`src/include/vram_pixel_defines.svh`:
```
// constants for the video memory pixel pipeline
// assumes a single 20 MHz core clock drives every register
`ifndef VRAM_PIXEL_DEFINES_SVH
`define VRAM_PIXEL_DEFINES_SVH
`define CLK_PERIOD_NS 50
`define SCAN_PERIOD_NS 1000
`define SLOT_CYCLES (`SCAN_PERIOD_NS / `CLK_PERIOD_NS)
`define SCAN_TICK_NS 250
`define SCAN_TICK_CYCLES (`SCAN_TICK_NS / `CLK_PERIOD_NS)
`define PIX_PERIOD_CYCLES 3
`define SLOT_RAS_SCAN 1
`define SLOT_CAS_SCAN 3
`define SLOT_LOAD 5
`define SLOT_RAS_CPU 10
`define SLOT_CAS_CPU 12
`define SLOT_WE_CPU 14
`define SLOT_END_CPU 17
`define VCOUNT_240 8'hf0
`define VSYNC_LO 8'hf8
`define VSYNC_HI 8'hfb
`define HSYNC_LO 6'h36
`define HSYNC_HI 6'h38
`define HBLANK_LO 6'h02
`define HBLANK_HI 6'h34
`define PERIODIC_BIT 11
`define PAL_ADDR_W 4
`define PIX_FIFO_DEPTH 8
`endif

```
`src/include/vram_pixel_pkg.sv`:
```
// types shared by the pixel pipeline files
// assumes the defines header supplies the numbers
package vram_pixel_pkg;
  typedef enum logic [1:0] {ADDR_CPU_ROW, ADDR_CPU_COL, ADDR_SCAN_ROW, ADDR_SCAN_COL} addr_src_e;
  typedef logic [13:0] scan_addr_t;
  typedef logic [3:0] pixel_t;
endpackage : vram_pixel_pkg

```
`src/rtl/vram_pixel_pipeline.sv`:
```
// video memory timing, address mux, pixel shifter, palette and raster decode
// assumes cpu holds address/data steady for a whole 1 us slot once cpu_req is seen
// ===========================================================
`timescale 1ns/1ps
`include "vram_pixel_defines.svh"
module vram_pixel_pipeline
  import vram_pixel_pkg::*;
(
  input wire logic CORE_CLK_IN, // 20 MHz core clock
  input wire logic NRST_IN, // async reset, low active
  input wire logic CLOCKED_RESET_N_IN, // clocked reset pin, low active
  input wire logic CPU_REQ_IN, // cpu memory or page zero access request
  input wire logic CPU_RNW_IN, // 1 read, 0 write
  input wire logic [15:0] CPU_ADDR_IN, // cpu address
  input wire logic [7:0] CPU_DATA_IN, // cpu write data
  input wire logic PAGE0_SEL_N_IN, // page zero select, low active
  output logic [7:0] CPU_DATA_OUT, // read data to cpu
  output logic CPU_DATA_OE_OUT, // high while block drives data bus
  output logic CPU_DONE_OUT, // one-cycle end of cpu slot
  output logic [6:0] MEMORY_ADDR_LINES_OUT, // multiplexed memory address
  output logic RAS_N_OUT, // row strobe, low active
  output logic CAS_N_OUT, // column strobe, low active
  output logic [2:0] BANK_WE_N_OUT, // per-bank write enable, gated
  output logic [7:0] MEM_WDATA_OUT, // write data to banks
  input wire logic [23:0] MEM_RDATA_IN, // bank3, bank2, bank1 data
  output logic SHIFT_LOAD_N_OUT, // shifter load strobe, low active
  output logic ROW_COL_SELECT_OUT, // mux select 0
  output logic SCAN_OR_CPU_SELECT_OUT, // mux select 1
  output logic [2:0] RED_OUT, // red level
  output logic [2:0] GREEN_OUT, // green level
  output logic [1:0] BLUE_OUT, // blue level
  output logic HSYNC_OUT, // horizontal sync
  output logic VSYNC_OUT, // vertical sync
  output logic BLANK_OUT, // edge blanking
  output logic COUNT240_OUT, // bottom-of-screen interrupt source
  output logic PERIODIC_IRQ_OUT // 1 ms interrupt source
);
  // ===========================================================
  // input synchronisers
  logic [1:0] crst_sync_q;
  logic [23:0] rdata_s1_q, rdata_s2_q;
  logic crst_ok;
  always_ff @(posedge CORE_CLK_IN or negedge NRST_IN) begin
    if (!NRST_IN) begin
      crst_sync_q <= 2'h0;
      rdata_s1_q <= 24'h0;
      rdata_s2_q <= 24'h0;
    end else begin
      crst_sync_q <= {crst_sync_q[0], CLOCKED_RESET_N_IN};
      rdata_s1_q <= MEM_RDATA_IN;
      rdata_s2_q <= rdata_s1_q;
    end
  end
  assign crst_ok = crst_sync_q[1];

  // ===========================================================
  // control decode: pseudo bits, bank selects, page zero
  function automatic logic [8:0] ctrl_decode(input logic [7:0] hi);
    // returns {bank_onehot[2:0], pseudo[5:0]}; banks are 64 pages of 256 bytes
    logic [2:0] bank;
    logic [5:0] ps;
    bank = 3'h0;
    ps = 6'h0;
    if (hi < 8'h40) begin
      bank = 3'h1;
      ps = hi[5:0];
    end else if (hi < 8'h80) begin
      bank = 3'h2;
      ps = hi[5:0];
    end else if (hi < 8'hc0) begin
      bank = 3'h4;
      ps = hi[5:0];
    end
    return {bank, ps};
  endfunction : ctrl_decode
  // page zero windows: c0xx palette, cbxx vertical count
  function automatic logic in_window(input logic [15:0] a, input logic [7:0] hi);
    return (a[15:8] == hi);
  endfunction : in_window

  logic [8:0] ctl;
  logic [2:0] bank_en;
  logic [5:0] pseudo_addr_bits;
  logic palette_write_sel_n, vcount_read_sel_n, cpu_is_mem;
  always_comb begin
    ctl = ctrl_decode(CPU_ADDR_IN[15:8]);
    bank_en = ctl[8:6];
    pseudo_addr_bits = ctl[5:0];
    palette_write_sel_n = !(!PAGE0_SEL_N_IN && in_window(CPU_ADDR_IN, 8'hc0)
                            && !CPU_RNW_IN);
    vcount_read_sel_n = !(!PAGE0_SEL_N_IN && in_window(CPU_ADDR_IN, 8'hcb)
                          && CPU_RNW_IN);
    cpu_is_mem = PAGE0_SEL_N_IN && (bank_en != 3'h0);
  end

  // ===========================================================
  // slot timing: 20 cycles per microsecond, scan half then cpu half
  logic [4:0] slot_q, slot_d;
  logic [2:0] tick_q, tick_d;
  scan_addr_t scan_q, scan_d;
  logic cpu_act_q, cpu_act_d;
  always_comb begin
    slot_d = (slot_q == 5'(`SLOT_CYCLES - 1)) ? 5'h0 : slot_q + 5'h1;
    tick_d = (tick_q == 3'(`SCAN_TICK_CYCLES - 1)) ? 3'h0 : tick_q + 3'h1;
    scan_d = scan_q;
    // counts 4 MHz ticks; bits 0-1 pick the quarter, bit 2 up the byte column
    if (tick_q == 3'h0) scan_d = scan_q + 14'h1;
    if (!crst_ok) scan_d = 14'h0;
    cpu_act_d = cpu_act_q;
    if (slot_q == 5'(`SLOT_RAS_CPU - 1)) cpu_act_d = CPU_REQ_IN;
    else if (slot_q == 5'(`SLOT_END_CPU)) cpu_act_d = 1'b0;
  end
  always_ff @(posedge CORE_CLK_IN or negedge NRST_IN) begin
    if (!NRST_IN) begin
      slot_q <= 5'h0;
      tick_q <= 3'h0;
      scan_q <= 14'h0;
      cpu_act_q <= 1'b0;
    end else begin
      slot_q <= slot_d;
      tick_q <= tick_d;
      scan_q <= scan_d;
      cpu_act_q <= cpu_act_d;
    end
  end

  // ===========================================================
  // memory address and strobes
  addr_src_e src;
  logic [6:0] ma_d, ma_q;
  logic ras_d, ras_q, cas_d, cas_q, load_d, load_q, done_d, done_q;
  logic [2:0] we_d, we_q;
  logic cpu_mem;
  always_comb begin
    cpu_mem = cpu_act_q && cpu_is_mem;
    // scan owns slots 19 and 0..8, cpu owns 9..18; the registered lines follow one cycle later
    if (slot_q < 5'(`SLOT_RAS_CPU - 1) || slot_q == 5'(`SLOT_CYCLES - 1)) begin
      src = (slot_q >= 5'(`SLOT_CAS_SCAN - 1) && slot_q != 5'(`SLOT_CYCLES - 1))
            ? ADDR_SCAN_COL : ADDR_SCAN_ROW;
    end else begin
      src = (slot_q >= 5'(`SLOT_CAS_CPU - 1)) ? ADDR_CPU_COL : ADDR_CPU_ROW;
    end
    unique case (src)
      ADDR_CPU_ROW: ma_d = {pseudo_addr_bits, CPU_ADDR_IN[0]};
      ADDR_CPU_COL: ma_d = CPU_ADDR_IN[7:1];
      ADDR_SCAN_ROW: ma_d = scan_q[6:0];
      ADDR_SCAN_COL: ma_d = scan_q[13:7];
    endcase
    // strobes fall one cycle after the half they latch is on the lines, the scan row strobe two cycles after
    ras_d = !((slot_q >= 5'(`SLOT_RAS_SCAN) && slot_q < 5'(`SLOT_LOAD))
              || (cpu_mem && slot_q >= 5'(`SLOT_RAS_CPU)
                  && slot_q < 5'(`SLOT_END_CPU)));
    cas_d = !((slot_q >= 5'(`SLOT_CAS_SCAN) && slot_q < 5'(`SLOT_LOAD))
              || (cpu_mem && slot_q >= 5'(`SLOT_CAS_CPU)
                  && slot_q < 5'(`SLOT_END_CPU)));
    load_d = !(slot_q == 5'(`SLOT_LOAD) && tick_q == 3'h0 && crst_ok);
    we_d = 3'h7;
    if (cpu_mem && !CPU_RNW_IN && slot_q >= 5'(`SLOT_WE_CPU)
        && slot_q < 5'(`SLOT_END_CPU)) begin
      we_d = ~bank_en;
    end
    done_d = cpu_act_q && slot_q == 5'(`SLOT_END_CPU);
  end
  always_ff @(posedge CORE_CLK_IN or negedge NRST_IN) begin
    if (!NRST_IN) begin
      ma_q <= 7'h0;
      ras_q <= 1'b1;
      cas_q <= 1'b1;
      load_q <= 1'b1;
      we_q <= 3'h7;
      done_q <= 1'b0;
    end else begin
      ma_q <= ma_d;
      ras_q <= ras_d;
      cas_q <= cas_d;
      load_q <= load_d;
      we_q <= we_d;
      done_q <= done_d;
    end
  end
  assign MEMORY_ADDR_LINES_OUT = ma_q;
  assign RAS_N_OUT = ras_q;
  assign CAS_N_OUT = cas_q;
  assign BANK_WE_N_OUT = we_q;
  assign MEM_WDATA_OUT = CPU_DATA_IN;
  assign SHIFT_LOAD_N_OUT = load_q;
  assign ROW_COL_SELECT_OUT = src[0];
  assign SCAN_OR_CPU_SELECT_OUT = src[1];
  assign CPU_DONE_OUT = done_q;

  // ===========================================================
  // cpu read path and palette writes
  logic [7:0] rd_d, rd_q;
  logic oe_d, oe_q;
  logic [7:0] palette_q [16];
  logic [7:0] bank_byte;
  always_comb begin
    unique case (1'b1)
      bank_en[1]: bank_byte = rdata_s2_q[15:8];
      bank_en[2]: bank_byte = rdata_s2_q[23:16];
      default: bank_byte = rdata_s2_q[7:0];
    endcase
    rd_d = rd_q;
    oe_d = oe_q;
    if (done_d && CPU_RNW_IN) begin
      if (cpu_mem) begin
        rd_d = bank_byte;
        oe_d = 1'b1;
      end else if (!vcount_read_sel_n) begin
        rd_d = scan_q[13:6];
        oe_d = 1'b1;
      end
    end else if (!cpu_act_q) begin
      oe_d = 1'b0;
    end
  end
  always_ff @(posedge CORE_CLK_IN or negedge NRST_IN) begin
    if (!NRST_IN) begin
      rd_q <= 8'h0;
      oe_q <= 1'b0;
    end else begin
      rd_q <= rd_d;
      oe_q <= oe_d;
    end
  end
  assign CPU_DATA_OUT = rd_q;
  assign CPU_DATA_OE_OUT = oe_q;
  // palette is write-only from the cpu side
  always_ff @(posedge CORE_CLK_IN) begin
    if (done_d && !palette_write_sel_n) begin
      palette_q[CPU_ADDR_IN[`PAL_ADDR_W-1:0]] <= CPU_DATA_IN;
    end
  end

  // ===========================================================
  // shifter: six nibbles every microsecond
  logic [23:0] sh_q, sh_d;
  logic [2:0] left_q, left_d;
  logic [1:0] pdiv_q, pdiv_d;
  logic fifo_rdy, fifo_vld, push;
  pixel_t fifo_pix;
  always_comb begin
    pdiv_d = (pdiv_q == 2'(`PIX_PERIOD_CYCLES - 1)) ? 2'h0 : pdiv_q + 2'h1;
    push = (left_q != 3'h0) && pdiv_q == 2'h0 && fifo_rdy;
    sh_d = sh_q;
    left_d = left_q;
    if (push) begin
      sh_d = {sh_q[19:0], 4'h0};
      left_d = left_q - 3'h1;
    end
    if (!load_q && left_d == 3'h0) begin
      // bank1 high nibble goes first
      sh_d = {rdata_s2_q[7:0], rdata_s2_q[15:8], rdata_s2_q[23:16]};
      left_d = 3'h6;
    end
  end
  always_ff @(posedge CORE_CLK_IN or negedge NRST_IN) begin
    if (!NRST_IN) begin
      sh_q <= 24'h0;
      left_q <= 3'h0;
      pdiv_q <= 2'h0;
    end else begin
      sh_q <= sh_d;
      left_q <= left_d;
      pdiv_q <= pdiv_d;
    end
  end
  pixel_fifo #(.WIDTH(4), .DEPTH(`PIX_FIFO_DEPTH)) u_fifo (
    .clk_in(CORE_CLK_IN),
    .rst_n_in(NRST_IN),
    .in_valid_in(push),
    .in_ready_out(fifo_rdy),
    .in_data_in(sh_q[23:20]),
    .out_valid_out(fifo_vld),
    .out_ready_in(pdiv_q == 2'h1),
    .out_data_out(fifo_pix)
  );

  // ===========================================================
  // palette lookup and raster decode
  logic [7:0] col_d, col_q;
  logic hs_d, hs_q, vs_d, vs_q, bl_d, bl_q, c240_d, c240_q, per_d, per_q;
  always_comb begin
    col_d = col_q;
    if (fifo_vld && pdiv_q == 2'h1) col_d = palette_q[fifo_pix];
    if (bl_q) col_d = 8'h0;
    hs_d = scan_q[7:2] >= `HSYNC_LO && scan_q[7:2] < `HSYNC_HI;
    vs_d = scan_q[13:6] >= `VSYNC_LO && scan_q[13:6] <= `VSYNC_HI;
    bl_d = scan_q[7:2] < `HBLANK_LO || scan_q[7:2] >= `HBLANK_HI;
    c240_d = scan_q[13:6] >= `VCOUNT_240;
    per_d = scan_q[`PERIODIC_BIT];
  end
  always_ff @(posedge CORE_CLK_IN or negedge NRST_IN) begin
    if (!NRST_IN) begin
      col_q <= 8'h0;
      hs_q <= 1'b0;
      vs_q <= 1'b0;
      bl_q <= 1'b1;
      c240_q <= 1'b0;
      per_q <= 1'b0;
    end else begin
      col_q <= col_d;
      hs_q <= hs_d;
      vs_q <= vs_d;
      bl_q <= bl_d;
      c240_q <= c240_d;
      per_q <= per_d;
    end
  end
  assign RED_OUT = col_q[2:0];
  assign GREEN_OUT = col_q[5:3];
  assign BLUE_OUT = col_q[7:6];
  assign HSYNC_OUT = hs_q;
  assign VSYNC_OUT = vs_q;
  assign BLANK_OUT = bl_q;
  assign COUNT240_OUT = c240_q;
  assign PERIODIC_IRQ_OUT = per_q;
endmodule : vram_pixel_pipeline

```
`src/rtl/pixel_fifo.sv`:
```
// small valid/ready fifo between shifter and palette stage
// assumes one clock and an asynchronous active-low reset
`timescale 1ns/1ps
module pixel_fifo #(
  parameter int WIDTH = 4,
  parameter int DEPTH = 8
) (
  input wire logic clk_in, // clock
  input wire logic rst_n_in, // async reset
  input wire logic in_valid_in, // write valid
  output logic in_ready_out, // not full
  input wire logic [WIDTH-1:0] in_data_in, // write data
  output logic out_valid_out, // not empty
  input wire logic out_ready_in, // read ready
  output logic [WIDTH-1:0] out_data_out // head word
);
  localparam int AW = $clog2(DEPTH);
  logic [WIDTH-1:0] mem_q [DEPTH];
  logic [AW-1:0] wr_q, wr_d, rd_q, rd_d;
  logic [AW:0] cnt_q, cnt_d;
  logic push, pop;
  assign in_ready_out = (cnt_q != (AW+1)'(DEPTH));
  assign out_valid_out = (cnt_q != '0);
  assign out_data_out = mem_q[rd_q];
  assign push = in_valid_in && in_ready_out;
  assign pop = out_valid_out && out_ready_in;
  always_comb begin
    wr_d = push ? wr_q + 1'b1 : wr_q;
    rd_d = pop ? rd_q + 1'b1 : rd_q;
    cnt_d = cnt_q + (AW+1)'(push) - (AW+1)'(pop);
  end
  always_ff @(posedge clk_in or negedge rst_n_in) begin
    if (!rst_n_in) begin
      wr_q <= '0;
      rd_q <= '0;
      cnt_q <= '0;
    end else begin
      wr_q <= wr_d;
      rd_q <= rd_d;
      cnt_q <= cnt_d;
    end
  end
  // storage carries no reset; valid flags guard it
  always_ff @(posedge clk_in) begin
    if (push) begin
      mem_q[wr_q] <= in_data_in;
    end
  end
endmodule : pixel_fifo

```
`config.mk`:
```
export PLATFORM = sky130hd
export DESIGN_NAME = vram_pixel_pipeline
export DESIGN_NICKNAME = d
export VERILOG_FILES = /design/src/include/vram_pixel_pkg.sv /design/src/rtl/vram_pixel_pipeline.sv /design/src/rtl/pixel_fifo.sv
export VERILOG_INCLUDE_DIRS = /design/src /design/src/include
export SDC_FILE = /design/constraint.sdc
export NUM_CORES = 1
export LEC_CHECK = 0
export BUFFER_PORTS_ARGS = -buffer_cell sky130_fd_sc_hd__buf_2
export CAP_MARGIN = 10
export CORE_MARGIN = 2
export CORE_UTILIZATION = 40
export DETAILED_ROUTE_END_ITERATION = 6
export HOLD_SLACK_MARGIN = 0.15
export PLACE_DENSITY = 0.66
export SYNTH_ARGS = -nofsm -noshare
export SYNTH_HDL_FRONTEND = slang
export SYNTH_HIERARCHICAL = 1
export SYNTH_SLANG_ARGS = --single-unit
```
`constraint.sdc`:
```
create_clock -name CORE_CLK_IN -period 3.1 [get_ports CORE_CLK_IN]
set_clock_uncertainty 0.1 [all_clocks]
set_input_delay 0.62 -clock CORE_CLK_IN [delete_from_list [all_inputs] [get_ports CORE_CLK_IN]]
set_output_delay 0.62 -clock CORE_CLK_IN [all_outputs]
set_load 0.02 [all_outputs]
```
======== Word level (Yosys, flattened, before mapping) ========
Memories as Yosys holds them, arrays and structs flattened.
Index checks and enable logic that the tools add are counted.
storage, ports and cells
  register bits after elaboration ......... 148
  bits in latches ......................... 0
  RAM bits ................................ 160
  memory bits (read-only) ................. 0
  output and inout bits ................... 46
  logic and storage cells ................. 162
  memories kept ........................... 2
memory list
  memory        depth  bits a word  rd ports  clocked after Yosys merged registers in  write ports  line                        text
  palette_q     16     8            1         0                                        1            vram_pixel_pipeline.sv:195  logic [7:0] palette_q [16];
  u_fifo.mem_q  8      4            1         0                                        1            pixel_fifo.sv:18            logic [WIDTH-1:0] mem_q [DEPTH];
operators by class
  add/subtract/negate cells ............... 9
  multiply operators ...................... 0
  div/mod/pow operators ................... 0
  $lt $le $gt $ge ......................... 20
  equal/unequal tests ..................... 17
  shifts and indexed selects .............. 0
  mux-type cells .......................... 35
  bitwise operators ....................... 1
  reductions and logical operators ........ 51
operators by type and width
  kind                   number
  $mux 24                2
  $mux 8                 4
  $logic_and 1x1->1      28
  $mux 14                2
  $pmux 7 s4             1
  $mux 3                 7
  $ge 5x4->1 const B     4
  $mux 6                 3
  $eq 8x8->1 const B     2
  $ge 8x8->1 const B     2
  $lt 8x8->1 const B     2
  $pmux 8 s2             1
  $add 14x1->14 const B  1
  $ge 6x6->1 const B     2
  $mux 1                 12
  $eq 5x5->1 const B     2
  $ge 5x2->1 const B     2
  $add 3x1->3 const B    3
  $le 8x8->1 const B     1
  $lt 8x7->1 const B     1
  $reduce_bool 2->1      4
  $eq 2x2->1 const B     3
  $logic_not 1->1        6
  $logic_not 3->1        2
  other kinds (27)       36

======== Depth between registers and ports, before layout ========
  depth after elaboration ................. 11
  gate-level depth with buffers ........... 12

======== Cells and area by module ========
The synthesis kept the hierarchy.
modules (own cells, without submodules)
  module               times used  cells an instance  area each (µm²)  sequential area each (µm²)
  vram_pixel_pipeline  1           685                10755.3          7305.8
  pixel_fifo           1           103                1819.2           1211.2

======== Worst setup path before layout ========
Ideal clock, no wire load.
  path kind ............................... input to register
  start point ............................. input port CPU_ADDR_IN[14]
  end point ............................... memory palette_q[4][0] (enable)
  data arrival time ....................... 2.325 ns
  data required time ...................... 2.617 ns
  slack ................................... 0.291 ns
  stages on the path ...................... 5
  path through ............................ ha_1 or4b_1 nor4_2 nand4b_1 nor3_1
on the way
  longest elaborated chain between the ends .. 6
RTL lines
  item                line                        text
  start: declaration  vram_pixel_pipeline.sv:14   input wire logic [15:0] CPU_ADDR_IN,
  $eq 8x8->1          vram_pixel_pipeline.sv:78   return (a[15:8] == hi);
  $logic_and 1x1->1   vram_pixel_pipeline.sv:89   palette_write_sel_n = !(!PAGE0_SEL_N_IN && in_window(CPU_ADDR_IN, 8'hc0)
  $logic_and 1x1->1   vram_pixel_pipeline.sv:90   && !CPU_RNW_IN);
  $logic_and 1x1->1   vram_pixel_pipeline.sv:230  if (done_d && !palette_write_sel_n) begin
  $mux 1              vram_pixel_pipeline.sv:230
  $mux 1              vram_pixel_pipeline.sv:231  palette_q[CPU_ADDR_IN[`PAL_ADDR_W-1:0]] <= CPU_DATA_IN;
  end: declaration    vram_pixel_pipeline.sv:195
Every way passes these cells.

======== Worst setup path after layout ========
  start point ............................. register slot_q[1]
  end point ............................... output port ROW_COL_SELECT_OUT
on the way
  longest elaborated chain between the ends .. 4
  elaborated cells on any way between the ends .. 10
  classes of those cells .................. order compare: 3; eq/ne: 2; mux: 3; reduce/logical: 2
RTL lines
  item                                      line                        text
  start: declaration                        vram_pixel_pipeline.sv:98   logic [4:0] slot_q, slot_d;
  start signal: assignment                  vram_pixel_pipeline.sv:120  slot_q <= slot_d;
  $ge 5x2->1 or $ne 5x5->1 (tied branches)  vram_pixel_pipeline.sv:138  src = (slot_q >= 5'(`SLOT_CAS_SCAN - 1) && slot_q != 5'(`SLOT_CYCLES - 1))
  $logic_and 1x1->1                         vram_pixel_pipeline.sv:138
  $mux 1                                    vram_pixel_pipeline.sv:138
  $mux 2 *                                  vram_pixel_pipeline.sv:137  if (slot_q < 5'(`SLOT_RAS_CPU - 1) || slot_q == 5'(`SLOT_CYCLES - 1)) begin
  end: declaration                          vram_pixel_pipeline.sv:27   output logic ROW_COL_SELECT_OUT,
Mark *: on every way between the ends. The rest lies on a longest branch, timed or not.

==> out/qor.txt <==
Hold Startpoint - rdata_s1_q[3]
Initial Util - 40.9%
Final design utilization - 49.4%
Die X - 181 µm
Final Power - 11.7 mW
CP endpoint kind - output pin
Post-Syn Nets - 863
FF-to-FF path depth - 8
First-pass GRT wire length - 40.7 mm
Post-Route WL - 25.7 mm
ANT nets after route - 0
H-Tree Depth - 2
RePlAce Congestion - 0.768
Grt ovf - 0
Total CTS buffers - 34
PD cells - 770 nW/µm²
I/O Buffers - 99
Warning count from the yosys run - 6
DRT iter0 DRCs - 521
Max-slew violations - 0
Max IR drop VDD - 0.579 mV
Post-synth cell types - 62
Fin nets - 1019
EDFF count, synth - 160
Status - complete, no violations
Critical path data required time - 2.38 ns
Largest net degree at the start of global routing - 64
Max Fclk - 329 MHz
Average size of a mapped cell - 16.0 µm²
Detail Placement HPWL - 16.9 mm
I/O Pins - 100
Met1 wire length - 11.4 mm
Metal2 WL - 12.6 mm
Clock Tree Buf Depth - 3
Via-to-Cell Ratio - 5.09
Residual DRC - 0
CTS tree - done
#FFs+latches synth - 308
Root Driver - clkbuf_16
Worst-path clk slew - 0.06 ns
Commonest non-fill, non-tap cell in the layout - edfxtp_1
CP arrival - 2.32 ns
Tmin final - 3.04 ns
Setup TNS - 0 ns
RSZ-0062 raised after global routing - yes
Vias in the first global route - 7203
FF-to-FF Start - u_fifo/rd_q[0]
Met3 wire len - 1.09 mm
Synth Instances - 788
Fin. Hold Viols - 0
Layout cells sized above 1 - 31.8%
Worst-margin pin slew - 0.679 ns
Final setup viols - 0
Min-delay worst type - reg2reg
Initial antenna violation count - 1
Period utilisation layout - 98.2%
Drt first pass iters - 4
Via count - 6959
CTS Sinks - 308
Overall Global Routing Usage - 16.0%
Worst setup path endpoint - ROW_COL_SELECT_OUT
Commonest cells after routing, fill and taps aside - edfxtp_1, dfrtp_1, buf_2
Synth Cell Area - 12600 µm²
Final non-filler cell total - 1366
Sequential share of the synthesized area - 67.7%
Reg2Reg Setup Slack - 0.16 ns
Core ar. - 30700 µm²
Leak - 6.25 nW
Vert. Die Dim - 181 µm
CP Launch Point - slot_q[1]
Max_slew headroom - 54.3%
Setup CP Type - reg2out
Avg WL per Cell - 18.8 µm
Main flop type after synthesis - edfxtp_1
Max Cap Violations - 0
Die area - 32900 µm²
CP Launch Type - flop
Syn-to-layout area delta - 20.8%
Rows - 64
Top Metal Used - met4
Worst R2R End - col_q[0]
Inst Count DP - 1272
Post-synth ARST share - 48.1%
CP max FO - 5
Clk Latency, worst-skew pair - 0.50 ns
[sequential cells by signal, summed over array words and instances, names as in the netlist, 2 cells and up]
name                   flops
tick_q                     3
u_fifo/mem_q              32
BANK_WE_N_OUT              3
palette_q                128
col_q                      8
sh_q                      24
crst_sync_q                2
rdata_s1_q                24
u_fifo/cnt_q               4
CPU_DATA_OUT               8
slot_q                     5
left_q                     3
rdata_s2_q                24
pdiv_q                     2
MEMORY_ADDR_LINES_OUT      7
u_fifo/rd_q                3
u_fifo/wr_q                3
scan_q                    14
[layout make-up]
| class | count | area (µm²) |
|---|---|---|
| Inverter | 29 | 109 |
| Multi-Input combinational cell | 405 | 3750 |
| Timing Repair Buffer | 166 | 1130 |
| Sequential cell | 308 | 8520 |
| Tap cell | 396 | 495 |
| Clock inverter | 19 | 233 |
| Clock buffer | 42 | 953 |
| Fill cell | 2637 | 15600 |
| Antenna cell | 1 | 2.50 |
[logic make-up (layout without fill, tap and decap cells)]
| logic type | after synthesis | count (layout) | share of synthesized area (%) |
|---|---|---|---|
| xor+xnor | 19 | 19 | 1.32 |
| compound gates | 81 | 81 | 4.85 |
| flops | 308 | 308 | 67.7 |
| mux | 117 | 117 | 14.0 |
| other cells | 0 | 1 | 0 |
| buf+inv | 75 | 256 | 2.83 |
| fa+ha+maj | 21 | 21 | 2.15 |
| simple gates | 167 | 167 | 7.09 |
[how the worst min path moves through the flow]
stage | end | cells past startpoint
after CTS | rdata_s2_q[7] | 0
after global routing | rdata_s2_q[3] | 0
final | rdata_s2_q[3] | 0
after detailed placement | rdata_s2_q[13] | 0
after floorplan | COUNT240_OUT | 0
after global placement | rdata_s2_q[23] | 0
[synth_stat cells (7+ instances only)]
master / n / area, µm²
inv_1: 29 / 109
mux4_2: 32 / 721
buf_2: 8 / 40.0
a211oi_1: 9 / 67.6
nor2b_1: 10 / 62.6
mux2_2: 50 / 563
a211o_1: 8 / 70.1
nor2_1: 61 / 229
ha_1: 20 / 250
o21ai_0: 8 / 40.0
buf_4: 9 / 67.6
nand2b_1: 8 / 50.1
mux4_1: 8 / 210
mux2i_1: 27 / 270
xor2_1: 11 / 96.3
xnor2_1: 8 / 70.1
a22oi_1: 9 / 67.6
nor3_1: 8 / 40.0
a21oi_1: 20 / 100
dfrtp_1: 141 / 3530
clkbuf_1: 21 / 78.8
nand2_1: 22 / 82.6
dfstp_2: 7 / 184
nand3_1: 12 / 60.1
edfxtp_1: 160 / 4800
[stage by stage]
stage | hold WS, ns | area (µm²) | setup slack, ns
CTS | 0.246 | 15100 | 0.0146
detailed placement | 0.235 | 13600 | 0.126
global route | 0.249 | 15200 | -0.0108
finish | 0.245 | 15200 | 0.0564
floorplan | 0.224 | 12600 | 0.291
global placement | 0.233 | 13600 | 0.164
[what timing repair did]
action | 4_1_cts | 5_1_grt
endpoints found under the setup margin | 1 | 1
hold buffers | 26 | 0
setup buffers | 3 | 3
hold endpoints to repair | 84 | 0
cloned | 0 | 0
pin swaps | 1 | 4
resized for setup | 6 | 4
[routing by layer]
layer	vias up	track usage, %
li1	3260	-
met1	3507	21.7
met5	-	0
met2	155	26.5
met3	37	2.46
met4	0	5.46
[where the power goes]
group | internal [mW] | switching (mW)
clock network | 2.61 | 1.57
registers | 4.64 | 0.212
logic | 1.47 | 1.19
[critical path, stage by stage, from the launching register on]
cell and delay, ns:
dfrtp_1 0.42, buf_6 0.15, ha_4 0.14, or3_4 0.38
a211oi_4 0.30, nor2_4 0.07, or2_4 0.23, buf_6 0.13
(Power assumes the default switching activity.)
